`src/verilog/acvp_map.vh`:
```
// Constants of the analog channel value processing block.
// Assumes inclusion by bare name from the design files only.
`ifndef ACVP_MAP_VH
`define ACVP_MAP_VH

// ----------------------------------------
// Register byte offsets
// ----------------------------------------
`define ACVP_OFS_CTRL 8'h00
`define ACVP_OFS_RANGE 8'h04
`define ACVP_OFS_THRESH 8'h08
`define ACVP_OFS_SIMVAL 8'h0C
`define ACVP_OFS_SUBVAL 8'h10
`define ACVP_OFS_STATUS 8'h14
`define ACVP_OFS_MEAS 8'h18

// ----------------------------------------
// Control field positions
// ----------------------------------------
`define ACVP_CTRL_SIM 0
`define ACVP_CTRL_POL_LO 1
`define ACVP_CTRL_POL_HI 2
`define ACVP_CTRL_STAT 3
`define ACVP_CTRL_LFD 4
`define ACVP_CTRL_HART 5
`define ACVP_CTRL_SCAN 6
`define ACVP_CTRL_AUX_LO 7
`define ACVP_CTRL_AUX_HI 9

// ----------------------------------------
// Fault policy encodings
// ----------------------------------------
`define ACVP_POL_CURRENT 2'h0
`define ACVP_POL_SUBST 2'h1
`define ACVP_POL_LAST 2'h2

// ----------------------------------------
// Reset values
// ----------------------------------------
`define ACVP_RST_START 16'h2710
`define ACVP_RST_END 16'hC350
`define ACVP_RST_SHORT 16'h5208
`define ACVP_RST_BREAK 16'h03E8
`define ACVP_RST_SIMVAL 16'h0000
`define ACVP_RST_SUBVAL 16'h0000

// ----------------------------------------
// Loop current figures in microamps
// ----------------------------------------
`define ACVP_UA_ZERO 17'sh0_0FA0
`define ACVP_UA_SPAN 34'sh0_0000_3E80
`define ACVP_UA_LIVE_ZERO 16'h0E10

// ----------------------------------------
// Telegram layout
// ----------------------------------------
`define ACVP_CFG_BASE 8'h50
`define ACVP_STD_BYTES 5'h02
`define ACVP_AUX_BYTES 5'h04
`define ACVP_AUX_MAX 3'h4

// ----------------------------------------
// Auxiliary refresh divider
// ----------------------------------------
`define ACVP_AUX_DIV 8'h03

`endif

```
`src/verilog/acvp_channel.v`:
```
// One analog input channel: source choice, fault policy, scaling, status bits,
// line fault detection and HART auxiliary telegram layout, with AXI4-Lite registers.
// Assumes current samples and HART variables come from logic on aclk.
//
// How it works
// - Normal mode reports the value scaled from the measured loop current.
// - Simulation mode reports the preset simulation value instead of the field.
// - Current-value policy keeps the present signal during a fault, simulated or not.
// - Substitute policy reports the configured substitute value while the fault lasts.
// - Last-valid policy holds the last value seen before the fault began.
// - With status enabled, status bits go into the data word.
// - Non-default scaling endpoints drop the status bits whatever the option.
// - Zero percent maps to start, full scale to end; defaults 10000 and 50000.
// - Enabled line fault detection raises a diagnosis and applies the fault policy.
// - Current above the short-circuit threshold flags a short circuit.
// - Current below the breakage threshold flags a lead breakage.
// - Telegram is two bytes plus zero to four four-byte auxiliary variables.
// - Configuration code is 50 plus twice the auxiliary count, in hex.
// - Auxiliary variables refresh less often than the standard word.
// - HART communication can be switched on or off for the channel.
// - HART switch editable only with individual deactivation; otherwise stays on.
// - Auxiliary count editable only with extended fieldbus modes turned on.
// - HART-enabled channel is scanned for identifiers and variables by default.
// - The four low bits of the data word carry status, not resolution.
// - Bit 1 of the low byte flags a line fault, one meaning error.
//
// The AXI4-Lite register port and the address map are this design's own decisions.
`timescale 1ns/100ps
`include "acvp_map.vh"

module acvp_channel #(
    parameter AUX_DIV = 8,
    parameter VAR_W = 32
) (
    // Clock and reset
    input wire aclk,
    input wire aresetn,
    // AXI4-Lite write address
    input wire [7:0] s_axi_awaddr,
    input wire s_axi_awvalid,
    output reg s_axi_awready,
    // AXI4-Lite write data
    input wire [31:0] s_axi_wdata,
    input wire [3:0] s_axi_wstrb,
    input wire s_axi_wvalid,
    output reg s_axi_wready,
    // AXI4-Lite write response
    output reg [1:0] s_axi_bresp,
    output reg s_axi_bvalid,
    input wire s_axi_bready,
    // AXI4-Lite read address
    input wire [7:0] s_axi_araddr,
    input wire s_axi_arvalid,
    output reg s_axi_arready,
    // AXI4-Lite read data
    output reg [31:0] s_axi_rdata,
    output reg [1:0] s_axi_rresp,
    output reg s_axi_rvalid,
    input wire s_axi_rready,
    // Measured loop current
    input wire [15:0] meas_ua,
    input wire meas_valid,
    // HART auxiliary variables from the modem side
    input wire [4*VAR_W-1:0] hart_var,
    // Communication unit feature switches
    input wire feat_indiv_deact,
    input wire feat_ext_modes,
    // Cyclic data to the communication unit
    output reg [15:0] proc_word,
    output reg proc_valid,
    output reg [4*VAR_W-1:0] aux_data,
    output reg aux_valid,
    output reg [7:0] cfg_code,
    output reg [4:0] telegram_len,
    // Diagnosis
    output reg diag_short,
    output reg diag_break,
    output reg diag_fault,
    // HART control
    output reg hart_active,
    output reg hart_scan
);

// ----------------------------------------
// Configuration registers
// ----------------------------------------
reg sim_mode;
reg [1:0] fault_pol;
reg status_en;
reg lfd_en;
reg hart_en;
reg scan_en;
reg [2:0] aux_count;
reg [15:0] range_start;
reg [15:0] range_end;
reg [15:0] short_thr;
reg [15:0] break_thr;
reg [15:0] sim_value;
reg [15:0] sub_value;
reg [15:0] last_cur;
reg [15:0] last_valid;
reg live_zero;

// ----------------------------------------
// AXI4-Lite write path
// ----------------------------------------
reg aw_held;
reg w_held;
reg [7:0] aw_addr;
reg [31:0] w_data;
reg [3:0] w_strb;
wire wr_fire = aw_held && w_held && !s_axi_bvalid;
reg [31:0] wr_merge;
reg [31:0] wr_old;
reg wr_hit;
integer i;

always @* begin
    wr_old = 32'h0000_0000;
    wr_hit = 1'b1;
    case (aw_addr)
        `ACVP_OFS_CTRL: begin
            wr_old = {22'h00_0000, aux_count, scan_en, hart_en, lfd_en, status_en,
                fault_pol, sim_mode};
        end
        `ACVP_OFS_RANGE: begin
            wr_old = {range_end, range_start};
        end
        `ACVP_OFS_THRESH: begin
            wr_old = {break_thr, short_thr};
        end
        `ACVP_OFS_SIMVAL: begin
            wr_old = {16'h0000, sim_value};
        end
        `ACVP_OFS_SUBVAL: begin
            wr_old = {16'h0000, sub_value};
        end
        default: begin
            wr_hit = 1'b0;
        end
    endcase
    for (i = 0; i < 4; i = i + 1) begin
        wr_merge[i*8 +: 8] = w_strb[i] ? w_data[i*8 +: 8] : wr_old[i*8 +: 8];
    end
end

always @(posedge aclk) begin
    if (!aresetn) begin
        s_axi_awready <= 1'b0;
        s_axi_wready <= 1'b0;
        s_axi_bvalid <= 1'b0;
        s_axi_bresp <= 2'b00;
        aw_held <= 1'b0;
        w_held <= 1'b0;
        aw_addr <= 8'h00;
        w_data <= 32'h0000_0000;
        w_strb <= 4'h0;
    end else begin
        s_axi_awready <= !aw_held && !s_axi_awready;
        s_axi_wready <= !w_held && !s_axi_wready;
        if (s_axi_awvalid && s_axi_awready) begin
            aw_held <= 1'b1;
            aw_addr <= s_axi_awaddr;
            s_axi_awready <= 1'b0;
        end
        if (s_axi_wvalid && s_axi_wready) begin
            w_held <= 1'b1;
            w_data <= s_axi_wdata;
            w_strb <= s_axi_wstrb;
            s_axi_wready <= 1'b0;
        end
        if (wr_fire) begin
            s_axi_bvalid <= 1'b1;
            s_axi_bresp <= wr_hit ? 2'b00 : 2'b10;
            aw_held <= 1'b0;
            w_held <= 1'b0;
        end
        if (s_axi_bvalid && s_axi_bready) begin
            s_axi_bvalid <= 1'b0;
        end
    end
end

// ----------------------------------------
// Register storage
// ----------------------------------------
always @(posedge aclk) begin
    if (!aresetn) begin
        sim_mode <= 1'b0;
        fault_pol <= `ACVP_POL_CURRENT;
        status_en <= 1'b1;
        lfd_en <= 1'b0;
        hart_en <= 1'b1;
        scan_en <= 1'b1;
        aux_count <= 3'h0;
        range_start <= `ACVP_RST_START;
        range_end <= `ACVP_RST_END;
        short_thr <= `ACVP_RST_SHORT;
        break_thr <= `ACVP_RST_BREAK;
        sim_value <= `ACVP_RST_SIMVAL;
        sub_value <= `ACVP_RST_SUBVAL;
    end else if (wr_fire && wr_hit) begin
        case (aw_addr)
            `ACVP_OFS_CTRL: begin
                sim_mode <= wr_merge[`ACVP_CTRL_SIM];
                fault_pol <= wr_merge[`ACVP_CTRL_POL_HI:`ACVP_CTRL_POL_LO];
                status_en <= wr_merge[`ACVP_CTRL_STAT];
                lfd_en <= wr_merge[`ACVP_CTRL_LFD];
                scan_en <= wr_merge[`ACVP_CTRL_SCAN];
                if (feat_indiv_deact) begin
                    hart_en <= wr_merge[`ACVP_CTRL_HART];
                end
                if (feat_ext_modes && wr_merge[`ACVP_CTRL_AUX_HI:`ACVP_CTRL_AUX_LO] <=
                        `ACVP_AUX_MAX) begin
                    aux_count <= wr_merge[`ACVP_CTRL_AUX_HI:`ACVP_CTRL_AUX_LO];
                end
            end
            `ACVP_OFS_RANGE: begin
                range_start <= wr_merge[15:0];
                range_end <= wr_merge[31:16];
            end
            `ACVP_OFS_THRESH: begin
                short_thr <= wr_merge[15:0];
                break_thr <= wr_merge[31:16];
            end
            `ACVP_OFS_SIMVAL: begin
                sim_value <= wr_merge[15:0];
            end
            `ACVP_OFS_SUBVAL: begin
                sub_value <= wr_merge[15:0];
            end
            default: begin
                sim_mode <= sim_mode;
            end
        endcase
    end
end

// ----------------------------------------
// AXI4-Lite read path
// ----------------------------------------
reg [31:0] rd_word;
reg rd_hit;

always @* begin
    rd_word = 32'h0000_0000;
    rd_hit = 1'b1;
    case (s_axi_araddr)
        `ACVP_OFS_CTRL: begin
            rd_word = {22'h00_0000, aux_count, scan_en, hart_active, lfd_en, status_en,
                fault_pol, sim_mode};
        end
        `ACVP_OFS_RANGE: begin
            rd_word = {range_end, range_start};
        end
        `ACVP_OFS_THRESH: begin
            rd_word = {break_thr, short_thr};
        end
        `ACVP_OFS_SIMVAL: begin
            rd_word = {16'h0000, sim_value};
        end
        `ACVP_OFS_SUBVAL: begin
            rd_word = {16'h0000, sub_value};
        end
        `ACVP_OFS_STATUS: begin
            rd_word = {proc_word, cfg_code, 4'h0, live_zero, diag_fault, diag_break,
                diag_short};
        end
        `ACVP_OFS_MEAS: begin
            rd_word = {16'h0000, last_cur};
        end
        default: begin
            rd_hit = 1'b0;
        end
    endcase
end

always @(posedge aclk) begin
    if (!aresetn) begin
        s_axi_arready <= 1'b0;
        s_axi_rvalid <= 1'b0;
        s_axi_rdata <= 32'h0000_0000;
        s_axi_rresp <= 2'b00;
    end else begin
        s_axi_arready <= !s_axi_rvalid && !s_axi_arready;
        if (s_axi_arvalid && s_axi_arready) begin
            s_axi_arready <= 1'b0;
            s_axi_rvalid <= 1'b1;
            s_axi_rdata <= rd_word;
            s_axi_rresp <= rd_hit ? 2'b00 : 2'b10;
        end
        if (s_axi_rvalid && s_axi_rready) begin
            s_axi_rvalid <= 1'b0;
        end
    end
end

// ----------------------------------------
// Scaling and threshold checks
// ----------------------------------------
reg signed [16:0] cur_ofs;
reg signed [16:0] span;
reg signed [33:0] prod;
reg signed [33:0] quo;
reg signed [34:0] sum;
reg [15:0] scaled;
reg is_short;
reg is_break;
reg fault_now;
reg scale_default;
reg [15:0] source_val;
reg [15:0] next_value;
reg [15:0] next_word;

always @* begin
    // linear map from 4..20 mA onto start..end
    cur_ofs = $signed({1'b0, meas_ua}) - `ACVP_UA_ZERO;
    span = $signed({1'b0, range_end}) - $signed({1'b0, range_start});
    prod = $signed({{17{cur_ofs[16]}}, cur_ofs}) * $signed({{17{span[16]}}, span});
    quo = prod / `ACVP_UA_SPAN;
    sum = {quo[33], quo} + $signed({19'h0_0000, range_start});
    if (sum < 35'sh0) begin
        scaled = 16'h0000;
    end else if (sum > 35'sh0_0000_FFFF) begin
        scaled = 16'hFFFF;
    end else begin
        scaled = sum[15:0];
    end
    is_short = meas_ua > short_thr;
    is_break = meas_ua < break_thr;
    fault_now = lfd_en && (is_short || is_break);
    source_val = sim_mode ? sim_value : scaled;
    next_value = source_val;
    if (fault_now) begin
        case (fault_pol)
            `ACVP_POL_CURRENT: begin
                next_value = source_val;
            end
            `ACVP_POL_SUBST: begin
                next_value = sub_value;
            end
            `ACVP_POL_LAST: begin
                next_value = last_valid;
            end
            default: begin
                next_value = source_val;
            end
        endcase
    end
    scale_default = (range_start == `ACVP_RST_START) && (range_end == `ACVP_RST_END);
    next_word = next_value;
    if (status_en && scale_default) begin
        next_word = {next_value[15:4], 2'b00, fault_now, meas_ua <= `ACVP_UA_LIVE_ZERO};
    end
end

// ----------------------------------------
// Standard word update
// ----------------------------------------
always @(posedge aclk) begin
    if (!aresetn) begin
        proc_word <= 16'h0000;
        proc_valid <= 1'b0;
        last_valid <= 16'h0000;
        last_cur <= 16'h0000;
        live_zero <= 1'b0;
        diag_short <= 1'b0;
        diag_break <= 1'b0;
        diag_fault <= 1'b0;
    end else begin
        proc_valid <= meas_valid;
        if (meas_valid) begin
            proc_word <= next_word;
            last_cur <= meas_ua;
            live_zero <= meas_ua <= `ACVP_UA_LIVE_ZERO;
            diag_short <= lfd_en && is_short;
            diag_break <= lfd_en && is_break;
            diag_fault <= fault_now;
            if (!fault_now) begin
                last_valid <= source_val;
            end
        end
    end
end

// ----------------------------------------
// Auxiliary variables and telegram layout
// ----------------------------------------
reg [7:0] aux_div_cnt;
wire aux_tick = meas_valid && (aux_div_cnt == AUX_DIV - 1);

always @(posedge aclk) begin
    if (!aresetn) begin
        aux_div_cnt <= 8'h00;
        aux_valid <= 1'b0;
        cfg_code <= `ACVP_CFG_BASE;
        telegram_len <= `ACVP_STD_BYTES;
        hart_active <= 1'b1;
        hart_scan <= 1'b1;
    end else begin
        // code steps by two per variable
        cfg_code <= `ACVP_CFG_BASE + {4'h0, aux_count, 1'b0};
        // two bytes plus four per variable
        telegram_len <= `ACVP_STD_BYTES + {aux_count, 2'b00};
        hart_active <= feat_indiv_deact ? hart_en : 1'b1;
        hart_scan <= (feat_indiv_deact ? hart_en : 1'b1) && scan_en;
        aux_valid <= aux_tick;
        if (meas_valid) begin
            aux_div_cnt <= aux_tick ? 8'h00 : aux_div_cnt + 8'h01;
        end
    end
end

genvar g;
generate
    for (g = 0; g < 4; g = g + 1) begin : gen_aux
        always @(posedge aclk) begin
            if (!aresetn) begin
                aux_data[g*VAR_W +: VAR_W] <= {VAR_W{1'b0}};
            end else if (aux_tick) begin
                if (g < aux_count && hart_active) begin
                    aux_data[g*VAR_W +: VAR_W] <= hart_var[g*VAR_W +: VAR_W];
                end else begin
                    aux_data[g*VAR_W +: VAR_W] <= {VAR_W{1'b0}};
                end
            end
        end
    end
endgenerate

endmodule

```
`config.mk`:
```
export PLATFORM = sky130hd
export DESIGN_NAME = acvp_channel
export DESIGN_NICKNAME = d
export VERILOG_FILES = /design/src/verilog/acvp_channel.v
export VERILOG_INCLUDE_DIRS = /design/src /design/src/verilog
export SDC_FILE = /design/constraint.sdc
export NUM_CORES = 2
export LEC_CHECK = 0
export BUFFER_PORTS_ARGS = -buffer_cell sky130_fd_sc_hd__buf_2
export CAP_MARGIN = 10
export CORE_UTILIZATION = 35
export DETAILED_ROUTE_END_ITERATION = 7
export PLACE_DENSITY = 0.61
export SETUP_SLACK_MARGIN = 0.5
export SYNTH_ARGS = -nofsm -noshare
export SYNTH_HDL_FRONTEND = slang
export SYNTH_SLANG_ARGS = --single-unit
```
`constraint.sdc`:
```
create_clock -name aclk -period 37.9 [get_ports aclk]
set_clock_uncertainty 0.2 [all_clocks]
set_input_delay 1.895 -clock aclk [delete_from_list [all_inputs] [get_ports aclk]]
set_output_delay 1.895 -clock aclk [all_outputs]
set_load 0.005 [all_outputs]
```
==> results.md <==
* Final period util at 82.4%
* Seq/Total Area, Yosys at 20.8%
* CTS buffer count at 38
* Startpoint types: flip-flop
* Largest net degree at the start of global routing at 114
* Final Hold Viols at 0
* Slowest-stage cell, CP: dfxtp_1
* Die height at 327 um
* Nature of the critical path endpoint: flip-flop
* Unrepaired setup endpoints after global routing: no
* Worst Hold Class: flip-flop to flip-flop
* Clock buffer depth at 3
* Async SR Flop Fraction at 0%
* Yosys cell types at 141
* Number of buffers added on ports at 401
* Post-CTS setup buffer count at 0
* Grt total ovfl at 0
* Vias at 35000
* Ys flop type: dfxtp_1
* Synth area leader: dfxtp_1
* H-tree Lvls at 2
* Vias in the first global route at 33600
* Final min period at 31250 ps
* Die ar. at 107000 um2
* Post-detail-place hpwl at 103000 um
* Ports at 411
* Skew-Pair Late Insertion Delay at 560 ps
* Achievable Freq at 32.0 MHz
* Mapped Area at 37100 um2
* Post-synth top cells: nand2_1 (637), inv_1 (415), dfxtp_1 (386)
* Die W at 327 um
* Setup TNS at 0 ps
* Vias per Instance at 5.69
* Rel. slew slack at 16.1%
* First-pass GRT wire length at 204000 um
* Avg Inst Size Synth at 8.31 um2
* Run status: complete, no violations
* Routed Antenna Nets at 0
* Area delta synth->final at 11.9%
* Detailed Route Iter0 Violations at 3494
* Fin nets at 5383
* Share of cells above drive strength 1 at 14.5%
* Core Footprint at 105000 um2
* Synth top area share at 20.8%
* Routed wirelength normalized by instance count at 21.6 um
* DP Cell Count at 6073
* Final WL at 133000 um
* Top post-synthesis cells by area: dfxtp_1 (21%), fa_1 (16%), nand2_1 (6.4%), ha_1 (5.2%), inv_1 (4.2%)
* Post-synth EDFFs at 0
* CTS Root Buffer Type: clkbuf_16
* Flops & latches, synth at 386
* Drt drc at 0
* # rows at 119
* WP data required at 38110 ps
* Pins Over Slew Limit at 0
* Total of max-cap violations at 0
* RePlAce Congestion at 0.971
* CP Data Arrival Time at 31460 ps
* Yosys warns at 0
* Clk sinks at 386
* TritonCTS clock tree: done
* Worst Path Class, Setup: flip-flop to flip-flop
* Filler cells at 10900
* Count leader, synth: nand2_1
* Initial antenna violation count at 17
* Clock-pin transition on the worst setup and hold timing paths at 70 ps
* Crit path top cell by count: a21o_1
* Final std cells w/o fill at 6148
* Final setup fails at 0
* Worst path max stage delay at 760 ps
* Initial core utilization at 35.3%
* Worst-path maximum fanout at 15
* Post-Syn Instances at 4460
* Post-cts resize count at 0
* Hold buffers post-CTS at 0
* First-pass DRT Iterations at 6
* Worst-margin pin slew at 1250 ps
* GRT Overall Usage at 24.1%
sequential cells by signal, indices dropped and copies added, names as in the netlist, 2 cells and up:
name	cells
aux_div_cnt	8
last_valid	16
s_axi_rdata	32
aw_addr	8
range_start	16
proc_word	16
fault_pol	2
range_end	16
sim_value	16
aux_data	128
short_thr	16
break_thr	16
w_strb	4
sub_value	16
w_data	32
last_cur	16
aux_count	3
telegram_len	3
through the flow:
step                      hold WS (ps)  worst slack, ps  cell area (um2)  util [%]
after global routing               282             4510            41500      39.5
after floorplan                    221            11410            37100         -
after global placement             229             6850            40200      38.2
final                              261             6650            41500      39.5
after CTS                          257             6960            41500      39.5
after detailed placement           242             6580            40200      38.3
final cells by class:
type                    count  area (um2)  area share, %
repair buffers            466        2500           6.02
multi-input cells        3413       26700           64.3
diodes                      6        15.0         0.0362
clock buffers              52        1090           2.64
well taps                1391        1740           4.19
flip-flops and latches    386        7730           18.6
inverters                 418        1570           3.78
clock inverters            16         173          0.416
critical path: cells and delay by family, from the launching register on:
kind                       cells  cell delay [ps]
adders and majority gates     11             4770
xor gates and xnor gates       1              480
buffers and inverters          6              960
DFF                            1              760
and+or+nand+nor               24             6470
muxes                          2              620
AOI/OAI and AO/OA             69            16750
cell usage in the layout (no fill, tap or decap), drive strengths merged, types with 16 or more instances in the layout:
cell type  netlist  routed
xor2            58      58
a22oi           57      57
and2            98      98
a21boi         131     131
xnor2          115     115
o22ai           20      20
and3            30      30
nor2b           76      76
nor2           251     251
a222oi          18      18
inv            416     419
o31ai           33      33
ha             155     155
or3             25      25
nand2          640     640
o211ai          50      50
nand2b          42      42
buf             63     466
nand3           62      62
a21oi          198     198
or2             23      23
mux2i           70      70
dfxtp          386     386
a31oi           27      27
a22o           157     157
or4             19      19
clkbuf         184      52
a221oi          16      16
a211oi          42      42
mux2            26      26
nor4            29      29
o21ai          183     183
nand4           42      42
fa             299     299
a21o            58      58
nor3            79      79
o21a            33      33
worst paths after layout:
kind                               start                          to  cells past startpoint  slack, ps
min                 aw_held$_SDFFE_PP0P_    s_axi_awready$_SDFF_PP0_                      1        260
max          range_start[0]$_SDFFE_PN0P_  last_valid[1]$_SDFFE_PN0P_                    113       6650
max reg2reg  range_start[0]$_SDFFE_PN0P_  last_valid[1]$_SDFFE_PN0P_                    113       6650
min reg2reg         aw_held$_SDFFE_PP0P_    s_axi_awready$_SDFF_PP0_                      1        260
per-layer routing:
| layer | global-route usage, % | wire length [um] | part of all wire [%] | vias to the layer above |
|---|---|---|---|---|
| met5 | 0 | 109 | 0.082 | - |
| li1 | - | - | - | 16100 |
| met2 | 38.3 | 58800 | 44 | 1673 |
| met1 | 32.3 | 56100 | 42 | 16900 |
| met3 | 4.22 | 11500 | 8.7 | 310 |
| met4 | 9.91 | 6140 | 4.6 | 16 |
cells by family after synthesis:
kind of cell	Yosys count	share of synthesized area, %
buf+inv	668	7.39
xor+xnor	173	4.19
simple gates	1464	18.8
other cells	2	0.0203
flops	386	20.8
compound gates	1213	24.5
fa+ha+maj	458	21.5
mux	96	2.74
Power is not shown: default switching activity piles up to over one toggle a cycle in this logic, so the estimate is an artifact.
